**src/design/xcsd_params.svh**
```systemverilog
/*
  Constants for the X-Bus chip-select decoder: the fixed port addresses,
  the address pattern of an I/O cycle, reset levels of the selects and
  the default count of programmable selects.
  Assumes it is included by bare name wherever the decoder needs it.
*/
`ifndef XCSD_PARAMS_SVH
`define XCSD_PARAMS_SVH

// fixed keyboard-controller ports, full 20-bit system address
`define XCSD_KBD_DATA_PORT 20'h00060
`define XCSD_KBD_CMD_PORT 20'h00064

// fixed microcontroller ports, full 20-bit system address
`define XCSD_MICRO_DATA_PORT 20'h00062
`define XCSD_MICRO_CMD_PORT 20'h00066

// latched address bits 23..17 must be zero for an I/O port hit
`define XCSD_LA_IO_PATTERN 7'h00

// system address bits above the 16-bit I/O space must be zero
`define XCSD_SA_IO_UPPER 4'h0

// inactive level of every select and buffer control
`define XCSD_SELECT_IDLE 1'h1

// idle level of the ISA command strobes, active low
`define XCSD_STROBE_IDLE 1'h1

// idle level of the DMA acknowledge summary, active low
`define XCSD_DMA_IDLE 1'h1

// default number of programmable chip selects
`define XCSD_PROG_CS_COUNT 2

// largest number of programmable chip selects the logic serves
`define XCSD_PROG_CS_MAX 8

`endif

```
**src/design/xcsd_pkg.sv**
```systemverilog
/*
  Types shared by the X-Bus chip-select decoder and its range comparator.
  Assumes nothing beyond a SystemVerilog compiler.
*/
package xcsd_pkg;

  // ISA system address, bits 19..0
  typedef logic [19:0] xcsd_sa_type;

  // ISA latched address, bits 23..17
  typedef logic [6:0] xcsd_la_type;

  // 16-bit I/O port address used by the programmable ranges
  typedef logic [15:0] xcsd_io_addr_type;

endpackage : xcsd_pkg

```
**src/design/xcsd_range_match.sv**
```systemverilog
/*
  One programmable I/O range comparator: a hit when the port address
  agrees with the base in every bit that the mask leaves clear.
  Assumes base and mask are steady configuration from the same clock.
*/
module xcsd_range_match (
  input wire logic enable_i,
  input wire xcsd_pkg::xcsd_io_addr_type port_addr_i,
  input wire xcsd_pkg::xcsd_io_addr_type base_i,
  input wire xcsd_pkg::xcsd_io_addr_type mask_i,
  output logic hit_o
);
  import xcsd_pkg::*;

  // masked compare, set mask bits are do-not-care
  always_comb begin
    hit_o = enable_i && (((port_addr_i ^ base_i) & ~mask_i) == '0);
  end

endmodule : xcsd_range_match

```
**src/design/xcsd_decoder.sv**
```systemverilog
/*
  X-Bus chip-select decoder: keyboard-controller select, microcontroller
  select and a set of programmable range selects, plus the X-Bus data
  buffer output enable and direction.
  Assumes the ISA address and command pins are asynchronous to clk_sys_i
  and are held steady for several clocks during a command; range,
  master and configuration inputs come from logic on clk_sys_i.
*/
`include "xcsd_params.svh"

// Notes on behaviour
// - keyboard select low on I/O read or write to port 60h or 64h
// - microcontroller select low on I/O read or write to port 62h or 66h
// - fixed selects compare full SA[19:0] and LA[23:17], exact match only
// - option turns the keyboard select pin into a general purpose output
// - all selects high in reset and after reset; in power-on suspend all but a reassigned keyboard pin
// - programmable selects low only for PCI-master I/O cycles inside their range
// - buffer enable active while a programmable select is active, buffer direction only for reads
// - buffer direction low for every non-DMA I/O read cycle outside reset and power-on suspend
module xcsd_decoder #(
  parameter int PROG_CS_COUNT = `XCSD_PROG_CS_COUNT
) (
  input wire logic clk_sys_i,
  input wire logic srst_i,
  input wire xcsd_pkg::xcsd_sa_type sa_i,
  input wire xcsd_pkg::xcsd_la_type la_i,
  input wire logic io_read_n_i,
  input wire logic io_write_n_i,
  input wire logic dma_ack_n_i,
  input wire logic pci_master_cycle_i,
  input wire logic power_on_suspend_i,
  input wire logic kbd_general_purpose_out_en_i,
  input wire logic general_purpose_out_level_i,
  input wire logic [PROG_CS_COUNT-1:0] prog_enable_i,
  input wire logic [PROG_CS_COUNT-1:0][15:0] prog_base_i,
  input wire logic [PROG_CS_COUNT-1:0][15:0] prog_mask_i,
  output logic kbd_ctrl_select_n_o,
  output logic micro_ctrl_select_n_o,
  output logic [PROG_CS_COUNT-1:0] prog_select_n_o,
  output logic xbus_buf_output_en_n_o,
  output logic xbus_buf_direction_n_o
);
  import xcsd_pkg::*;

  // width of the bundle of pins that pass the synchroniser
  localparam int PIN_WIDTH = 20 + 7 + 3;

  // refuse counts the select logic is not built for
  if (PROG_CS_COUNT < 1 || PROG_CS_COUNT > `XCSD_PROG_CS_MAX) begin : g_bad_count
    $error("xcsd_decoder: PROG_CS_COUNT out of range");
  end

  // synchroniser state, first and second stage
  logic [PIN_WIDTH-1:0] pin_meta_reg;
  logic [PIN_WIDTH-1:0] pin_meta_next;
  logic [PIN_WIDTH-1:0] pin_sync_reg;
  logic [PIN_WIDTH-1:0] pin_sync_next;

  // output state
  logic kbd_sel_n_reg;
  logic kbd_sel_n_next;
  logic micro_sel_n_reg;
  logic micro_sel_n_next;
  logic [PROG_CS_COUNT-1:0] prog_sel_n_reg;
  logic [PROG_CS_COUNT-1:0] prog_sel_n_next;
  logic buf_oe_n_reg;
  logic buf_oe_n_next;
  logic buf_dir_n_reg;
  logic buf_dir_n_next;

  // reset tail, stands for the first cycle after release
  logic rst_tail_reg;
  logic rst_tail_next;

  // synchronised copies of the pins
  xcsd_sa_type sa_sync;
  xcsd_la_type la_sync;
  logic io_read_sync;
  logic io_write_sync;
  logic dma_sync;

  // decode terms
  logic io_cycle;
  logic full_io_space;
  logic kbd_hit;
  logic micro_hit;
  logic [PROG_CS_COUNT-1:0] range_hit;
  logic [PROG_CS_COUNT-1:0] prog_hit;
  logic any_prog_hit;

  // synchroniser next values, idle levels under reset
  // address bundle safe only while the command holds it steady;
  // a moving address could show a mixed word for one cycle
  // flushing both stages keeps a stale strobe from decoding
  // in the first cycles after release
  always_comb begin
    pin_meta_next = {sa_i, la_i, io_read_n_i, io_write_n_i, dma_ack_n_i};
    pin_sync_next = pin_meta_reg;
    if (srst_i) begin
      pin_meta_next = {20'h00000, `XCSD_LA_IO_PATTERN, `XCSD_STROBE_IDLE,
                       `XCSD_STROBE_IDLE, `XCSD_DMA_IDLE};
      pin_sync_next = {20'h00000, `XCSD_LA_IO_PATTERN, `XCSD_STROBE_IDLE,
                       `XCSD_STROBE_IDLE, `XCSD_DMA_IDLE};
    end
  end

  // synchroniser registers, two stages for every pin
  always_ff @(posedge clk_sys_i) begin
    pin_meta_reg <= pin_meta_next;
    pin_sync_reg <= pin_sync_next;
  end

  // reset tail: one cycle of hold past release, so the general
  // purpose pin stays high while the synchronisers refill
  always_comb begin
    rst_tail_next = srst_i;
  end

  // reset tail register
  always_ff @(posedge clk_sys_i) begin
    rst_tail_reg <= rst_tail_next;
  end

  // unpack the second stage only
  always_comb begin
    sa_sync = pin_sync_reg[29:10];
    la_sync = pin_sync_reg[9:3];
    io_read_sync = ~pin_sync_reg[2];
    io_write_sync = ~pin_sync_reg[1];
    dma_sync = ~pin_sync_reg[0];
  end

  // qualify an I/O command that is not a DMA transfer
  always_comb begin
    io_cycle = (io_read_sync || io_write_sync) && !dma_sync;
  end

  // fixed port decode against the full address
  // a select opens three edges after the command is seen and closes
  // three edges after it ends; aliases above 16 bits never hit
  always_comb begin
    full_io_space = (la_sync == `XCSD_LA_IO_PATTERN);
    kbd_hit = io_cycle && full_io_space &&
              (sa_sync == `XCSD_KBD_DATA_PORT || sa_sync == `XCSD_KBD_CMD_PORT);
    micro_hit = io_cycle && full_io_space &&
                (sa_sync == `XCSD_MICRO_DATA_PORT ||
                 sa_sync == `XCSD_MICRO_CMD_PORT);
  end

  // one range comparator per programmable select
  // ranges overlapping a fixed port select both chips: software's care
  for (genvar i = 0; i < PROG_CS_COUNT; i++) begin : g_range
    xcsd_range_match u_match (
      .enable_i(prog_enable_i[i]),
      .port_addr_i(sa_sync[15:0]),
      .base_i(prog_base_i[i]),
      .mask_i(prog_mask_i[i]),
      .hit_o(range_hit[i])
    );
  end

  // programmable hits need a PCI-master I/O cycle in 16-bit space
  // master flag is same-clock, so it leads the pins by two edges
  always_comb begin
    prog_hit = '0;
    if (io_cycle && pci_master_cycle_i && full_io_space &&
        sa_sync[19:16] == `XCSD_SA_IO_UPPER) begin
      prog_hit = range_hit;
    end
    any_prog_hit = |prog_hit;
  end

  // next values of the selects and buffer controls
  // reset and its tail win over everything, suspend over decode
  // a reassigned keyboard pin carries its level outside reset only
  always_comb begin
    kbd_sel_n_next = `XCSD_SELECT_IDLE;
    micro_sel_n_next = `XCSD_SELECT_IDLE;
    prog_sel_n_next = '1;
    buf_oe_n_next = `XCSD_SELECT_IDLE;
    buf_dir_n_next = `XCSD_SELECT_IDLE;
    if (srst_i || rst_tail_reg) begin
      // everything parked high in reset, option or not
      kbd_sel_n_next = `XCSD_SELECT_IDLE;
    end else if (power_on_suspend_i) begin
      // suspend keeps selects high, a reassigned pin keeps its level
      if (kbd_general_purpose_out_en_i) begin
        kbd_sel_n_next = general_purpose_out_level_i;
      end
    end else begin
      if (kbd_general_purpose_out_en_i) begin
        kbd_sel_n_next = general_purpose_out_level_i;
      end else begin
        kbd_sel_n_next = ~kbd_hit;
      end
      micro_sel_n_next = ~micro_hit;
      prog_sel_n_next = ~prog_hit;
      // buffer opened for every X-Bus peripheral selected
      buf_oe_n_next = ~(any_prog_hit || micro_hit ||
                        (kbd_hit && !kbd_general_purpose_out_en_i));
      // direction toward the host on every I/O read that is not a DMA transfer
      buf_dir_n_next = ~(io_cycle && io_read_sync);
    end
  end

  // output registers
  // registered so the selects never glitch on a decode race
  always_ff @(posedge clk_sys_i) begin
    kbd_sel_n_reg <= kbd_sel_n_next;
    micro_sel_n_reg <= micro_sel_n_next;
    prog_sel_n_reg <= prog_sel_n_next;
    buf_oe_n_reg <= buf_oe_n_next;
    buf_dir_n_reg <= buf_dir_n_next;
  end

  // outputs straight from the registers
  assign kbd_ctrl_select_n_o = kbd_sel_n_reg;
  assign micro_ctrl_select_n_o = micro_sel_n_reg;
  assign prog_select_n_o = prog_sel_n_reg;
  assign xbus_buf_output_en_n_o = buf_oe_n_reg;
  assign xbus_buf_direction_n_o = buf_dir_n_reg;

endmodule : xcsd_decoder

```
**config.mk**
```make
export PLATFORM = sky130hd
export DESIGN_NAME = xcsd_decoder
export DESIGN_NICKNAME = d
export VERILOG_FILES = /design/src/design/xcsd_pkg.sv /design/src/design/xcsd_range_match.sv /design/src/design/xcsd_decoder.sv
export VERILOG_INCLUDE_DIRS = /design/src /design/src/design
export SDC_FILE = /design/constraint.sdc
export NUM_CORES = 1
export LEC_CHECK = 0
export ABC_AREA = 1
export ABC_CLOCK_PERIOD_IN_PS = 2900
export BUFFER_PORTS_ARGS = -buffer_cell sky130_fd_sc_hd__buf_2
export CAP_MARGIN = 10
export CORE_UTILIZATION = 50
export DETAILED_ROUTE_END_ITERATION = 6
export GPL_TIMING_DRIVEN = 0
export PLACE_DENSITY_LB_ADDON = 0.08
export SYNTH_ARGS = -nofsm -noshare
export SYNTH_HDL_FRONTEND = slang
export SYNTH_SLANG_ARGS = --single-unit
```
**constraint.sdc**
```tcl
create_clock -name clk_sys_i -period 2.9 [get_ports clk_sys_i]
set_input_delay 0.58 -clock clk_sys_i [delete_from_list [all_inputs] [get_ports clk_sys_i]]
set_output_delay 0.58 -clock clk_sys_i [all_outputs]
set_load 0.1 [all_outputs]
```
==> results of run 1 <==
-- power groups by stage --
stage	registers, W	logic, W	clock network [W]
after floorplan	0.000998	0.000113	0
after global placement	0.000999	0.000204	0
after detailed placement	0.00100	0.000209	0
after CTS	0.000980	0.000211	0.000839
after global routing	0.000983	0.000242	0.000879
final	0.000979	0.000208	0.000820
-- synth_stat cells --
library cell	instances
nand2_2	1
nor3_1	2
clkbuf_1	6
inv_1	101
nand4_2	1
nor2_2	2
a21oi_1	8
dfxtp_1	67
nor2_4	1
o21ai_1	4
nand4_1	2
nand3_1	15
nor2_1	88
nand3b_1	7
o21ai_0	3
nand2_1	72
xnor2_1	3
buf_6	1
inv_2	8
or2_0	4
or2_1	6
-- routing by layer --
metal	vias to the layer above	global-route usage [%]
met5	-	0
met4	0	9.808
met3	9	6.228
met2	81	36.55
met1	1057	23.23
li1	1380	-
-- layout by cell type, fill, tap and decap left out, drive strengths merged --
cell      netlist  final
buf             1    108
nor3            2      2
dfxtp          67     67
a21oi           8      8
nand3          15     15
bufinv          0      2
nor2           91     91
nand3b          7      7
clkbuf          6     15
clkinvlp        0      3
o21ai           7      7
xnor2           3      3
nand2          73     73
or2            10     10
nand4           3      3
clkinv          0      2
inv           109    109
-- metrics by stage --
stage                     power [W]  cells  utilization, %
after floorplan            0.001112    402               -
after global placement     0.001202    579           64.64
after detailed placement   0.001210    579           64.64
after CTS                  0.002030    595           68.80
after global routing       0.002105    595           68.80
final                      0.002007    595           68.80
-- logic make-up (layout without fill, tap and decap cells) --
logic type	Yosys count	after routing	share of synthesized area (%)
DFF	67	67	48.93
AOI/OAI and AO/OA	15	15	2.738
and+or+nand+nor	201	201	31.22
xor gates and xnor gates	3	3	0.9586
buffers and inverters	116	239	16.16
-- cell type report --
class / count / share of cell area, %
plain buffers: 7 / 0.9434
clock buffers: 9 / 3.459
clock inverters: 7 / 2.586
inverters: 109 / 11.43
multi-input cells: 219 / 26.73
flip-flops and latches: 67 / 37.46
well taps: 70 / 2.446
repair buffers: 107 / 14.95
-- path summary, 6_finish.rpt --
| kind | startpoint | endpoint | slack, ns | depth (start not counted) |
|---|---|---|---|---|
| max | xbus_buf_direction_n_o | xbus_buf_direction_n_o | 1.25 | 1 |
| min | srst_i | rst_tail_reg | 0.38 | 1 |
| max reg2reg | pin_sync_reg[0] | xbus_buf_output_en_n_o | 1.61 | 9 |
| min reg2reg | pin_meta_reg[27] | pin_sync_reg[27] | 0.40 | 2 |
==> impl_metrics.json, run 1 <==
{
  "antenna_found_initial": 0,
  "ys_ff_latch": 67,
  "critPathArrivalTime_ns": 1.07,
  "tightest_slew_ns": 0.4927,
  "cts_resized": 0,
  "nets": 622,
  "grt_first_pass_wirelength_mm": 9.432,
  "slew_viol_final": 0,
  "p_per_area_nw_per_um2": 560.5,
  "cp_cell_sequence": "buf_2",
  "clock-sinks": 67,
  "switching_share_pct": 23.09,
  "numCtsBuffers": 9,
  "dr_wl_met2_mm": 2.652,
  "antenna_cells": 0,
  "synth_area_leaders": "dfxtp_1 (49%), inv_1 (14%), nor2_1 (12%), nand2_1 (9.9%), nand3_1 (2.7%)",
  "path_class": "reg -> out",
  "crit_required_ns": 2.32,
  "wl_mm": 5.480,
  "layout-drive-gt1-share_pct": 26.10,
  "grt_pass1_vias": 2307,
  "clock_latency_ns": 0.34,
  "multi_input_area_um2": 957.2,
  "vias": 2527,
  "cp_num_buf_inv": 1,
  "yosysTopAreaCellShare_pct": 48.93,
  "portBuffers": 107,
  "max_stage_delay_ns": 0.42,
  "clk_pin_slew_ns": 0.07,
  "synth_nets": 504,
  "leakagePower_nw": 1.970,
  "die_area_um2": 5783,
  "io_pins": 108,
  "share_comb_of_total_power_pct": 10.3,
  "relSlewSlack_pct": 67.38,
  "critPathMaxFanout": 1,
  "highest_layer": "met4",
  "antenna_left": 0,
  "area_growth_pct": 30.63,
  "post_dp_cell_area_um2": 3364,
  "wire_per_inst_um": 9.210,
  "synthCells": 402,
  "status": "finished clean",
  "internal_power_w": 0.001544,
  "cp_slowest_cell": "buf_2",
  "ys_types": 21,
  "gr-total-overflow": 0,
  "grt_usage_pct": 20.89,
  "nFillCells": 476,
  "tns_ns": 0,
  "max-vdd-ir-drop_uv": 452.1,
  "vias_per_cell": 4.247,
  "ctsHoldBuffers": 0,
  "register_area_um2": 1341,
  "worst_clock_skew_ns": 0.008582,
  "cts_buffer_depth": 2,
  "die_w_um": 76.05,
  "yosysSeqAreaShare_pct": 48.93,
  "setup_ws_ns": 1.251,
  "htreeDepth": 3,
  "p_clk_share_pct": 40.8,
  "period_needed_ns": 1.649,
  "avgSynthCellArea_um2": 6.819,
  "crit_family": "buffers and inverters",
  "whs_ns": 0.3819,
  "hold_viol_final": 0,
  "place_congestion": 0.8050,
  "grt_max_degree": 13,
  "rows": 26,
  "initialDrtViolationCount": 73,
  "start_kind": "flop",
  "hpwlAfterDp_mm": 4.376,
  "die_y_um": 76.05,
  "pwr-share-seq_pct": 48.8,
  "clockRootBuffer": "clkbuf_8",
  "fmaxAchievable_mhz": 606.3,
  "wl_met1_mm": 2.355,
  "critPathCaptureType": "output port",
  "worstHoldPathType": "in -> reg",
  "route.met3.wl_um": 368,
  "start_util_pct": 52.67,
  "post_cts_buffers": 0,
  "setup_viol": 0,
  "synth_area_um2": 2741,
  "power.switching_w": 0.0004633,
  "fin_crit_sh_pct": 56.88,
  "synth_largest_area_cell": "dfxtp_1",
  "tritoncts": "done",
  "core_region_area_um2": 5205,
  "drt_pass1_iterations": 4,
  "maxCapViolations": 0,
  "stdcell_area_um2": 3581,
  "yosys_warnings": 0,
  "drc": 0,
  "place_ws_ns": 1.284,
  "rsz0062_at_grt": "no"
}
(Power assumes the default switching activity.)
==> inputs of run 2 (changes only) <==
ABC_AREA = 0   (was 1)
ABC_CLOCK_PERIOD_IN_PS = 1700   (was 2900)
CORE_UTILIZATION = 46   (was 50)
clock period = 1.7 ns   (was 2.9 ns; I/O delays follow)
==> impl_metrics.json, run 2 <==
{
  "tns_ns": 0,
  "clock-sinks": 67,
  "layout-drive-gt1-share_pct": 39.94,
  "maxCapViolations": 0,
  "hpwlAfterDp_mm": 3.735,
  "fin_util_pct": 66.88,
  "stdcell_area_um2": 3201,
  "die_y_um": 73.05,
  "wire_per_inst_um": 11.40,
  "synth_most_common_cell": "dfxtp_1",
  "nFillCells": 410,
  "crit_required_ns": 1.92,
  "die_w_um": 73.05,
  "synth_largest_area_cell": "dfxtp_1",
  "synth_top_family_by_area": "simple AND/OR/NAND/NOR gates",
  "yosys_warnings": 0,
  "io_pins": 108,
  "grt_max_degree": 12,
  "core_region_area_um2": 4786,
  "synth-xor-area-share_pct": 12.07,
  "cts_buffer_depth": 2,
  "rows": 25,
  "gr-total-overflow": 0,
  "wl_mm": 4.615,
  "ctsHoldBuffers": 0,
  "p_per_area_nw_per_um2": 1042,
  "vias": 1761,
  "drt_pass1_iterations": 4,
  "synth_nets": 316,
  "initialDrtViolationCount": 53,
  "period_needed_ns": 1.622,
  "antenna_left": 0,
  "relSlewSlack_pct": 67.72,
  "synth_compound_area_share_pct": 5.065,
  "grt_usage_pct": 17.89,
  "grt_first_pass_wirelength_mm": 6.817,
  "numCtsBuffers": 9,
  "synthMuxAreaShare_pct": 0,
  "area_growth_pct": 37.82,
  "synthFlopType": "dfxtp_1",
  "p_total_w": 0.003335,
  "ys_types": 24,
  "register_area_um2": 1341,
  "start_util_pct": 48.52,
  "nets": 435,
  "setup_viol": 0,
  "synthCells": 214,
  "rsz0062_at_grt": "no",
  "yosysSeqAreaShare_pct": 57.76,
  "hold_viol_final": 0,
  "place_congestion": 0.8036,
  "yosysTopAreaCellShare_pct": 57.76,
  "async_reset_ff_share_pct": 0,
  "portBuffers": 107,
  "synth_area_leaders": "dfxtp_1 (58%), nor2b_1 (15%), xnor2_1 (12%), o22ai_1 (2.7%), or2_2 (1.6%)",
  "critPathMaxFanout": 2,
  "final_common_cell": "buf_2",
  "tritoncts": "done",
  "mostFrequentLayoutCells": "buf_2 (108), dfxtp_1 (67), nor2b_1 (54)",
  "grt_pass1_vias": 1562,
  "clock_latency_ns": 0.32,
  "vias_per_cell": 4.348,
  "avgSynthCellArea_um2": 10.85,
  "post_dp_cell_area_um2": 2942,
  "leakagePower_nw": 1.362,
  "worst_clock_skew_ns": 0.007574,
  "multi_input_area_um2": 992.2,
  "start_kind": "flop",
  "clk_pin_slew_ns": 0.07,
  "drc": 0,
  "die_area_um2": 5336,
  "clockRootBuffer": "clkbuf_8",
  "synth_edf_count": 0,
  "tightest_slew_ns": 0.4875,
  "antenna_cells": 0,
  "worstHoldPathType": "in -> reg",
  "synthAdderAreaFrac_pct": 0,
  "ys_ff_latch": 67,
  "critPathCaptureType": "flop",
  "fmaxAchievable_mhz": 616.4,
  "max-vdd-ir-drop_uv": 952.3,
  "synth_area_um2": 2322,
  "synth-simple-area-share_pct": 23.92,
  "synth_common_cells": "dfxtp_1 (67), nor2b_1 (54), xnor2_1 (32)",
  "path_class": "reg -> reg",
  "slew_viol_final": 0,
  "antenna_found_initial": 0,
  "fin_crit_sh_pct": 95.44,
  "status": "finished clean",
  "critPathArrivalTime_ns": 1.84,
  "htreeDepth": 3
}
[run 2: cells by family after synthesis]
logic type / Yosys count
and+or+nand+nor: 90
DFF: 67
AOI/OAI and AO/OA: 18
xor gates and xnor gates: 32
buffers and inverters: 7
[run 2: power by group]
part | internal, W | switching, W
clock network | 0.000801 | 0.000538
registers | 0.00164 | 0.0000333
logic | 0.000197 | 0.000128
total | 0.00264 | 0.000699
[run 2: final timing paths]
| kind | start | end | slack [ns] | depth (start not counted) |
|---|---|---|---|---|
| setup / recovery | rst_tail_reg | xbus_buf_output_en_n_o | 0.08 | 6 |
| setup reg to reg | rst_tail_reg | xbus_buf_output_en_n_o | 0.08 | 6 |
| hold / removal | dma_ack_n_i | pin_meta_reg[0] | 0.19 | 2 |
| hold reg to reg | pin_meta_reg[2] | pin_sync_reg[2] | 0.41 | 1 |
[run 2: what timing repair did]
item | CTS | global route
resized for setup | 2 | 3
setup buffers | 1 | 0
setup endpoints to repair | 1 | 1
pin swaps | 1 | 1
cloned | 0 | 0
[run 2: layer usage]
metal	vias up	GRT usage, %	part of all wire, %
li1	945	-	-
met1	742	20.89	44
met2	67	29.42	46
met3	7	6.492	7.9
met4	0	7.843	1.5
met5	-	0	0
[run 2: layout make-up]
class | count | share of cell area [%]
clock buffer | 13 | 5.278
tap | 67 | 2.619
inverter | 1 | 0.1173
timing repair buffer | 108 | 16.97
sequential | 67 | 41.91
buffer | 6 | 0.7428
multi-input combinational | 140 | 31.00
clock inverter | 3 | 1.368
[run 2: metrics by stage]
step	hold slack, ns	worst slack [ns]	cells
after floorplan	0.3677	0.2220	214
after CTS	0.1835	0.01458	405
after global routing	0.1736	0.01726	405
after detailed placement	0.4000	-0.2219	388
after global placement	0.3942	-0.2256	388
final	0.1934	0.07755	405
[run 2: worst max-delay path, stage by stage, from the launching register on]
cell	delay (ns)
dfxtp_1	0.34
nor4b_4	0.31
nand4_1	0.12
buf_4	0.18
nor4_4	0.25
nand4_1	0.13
and3_1	0.19
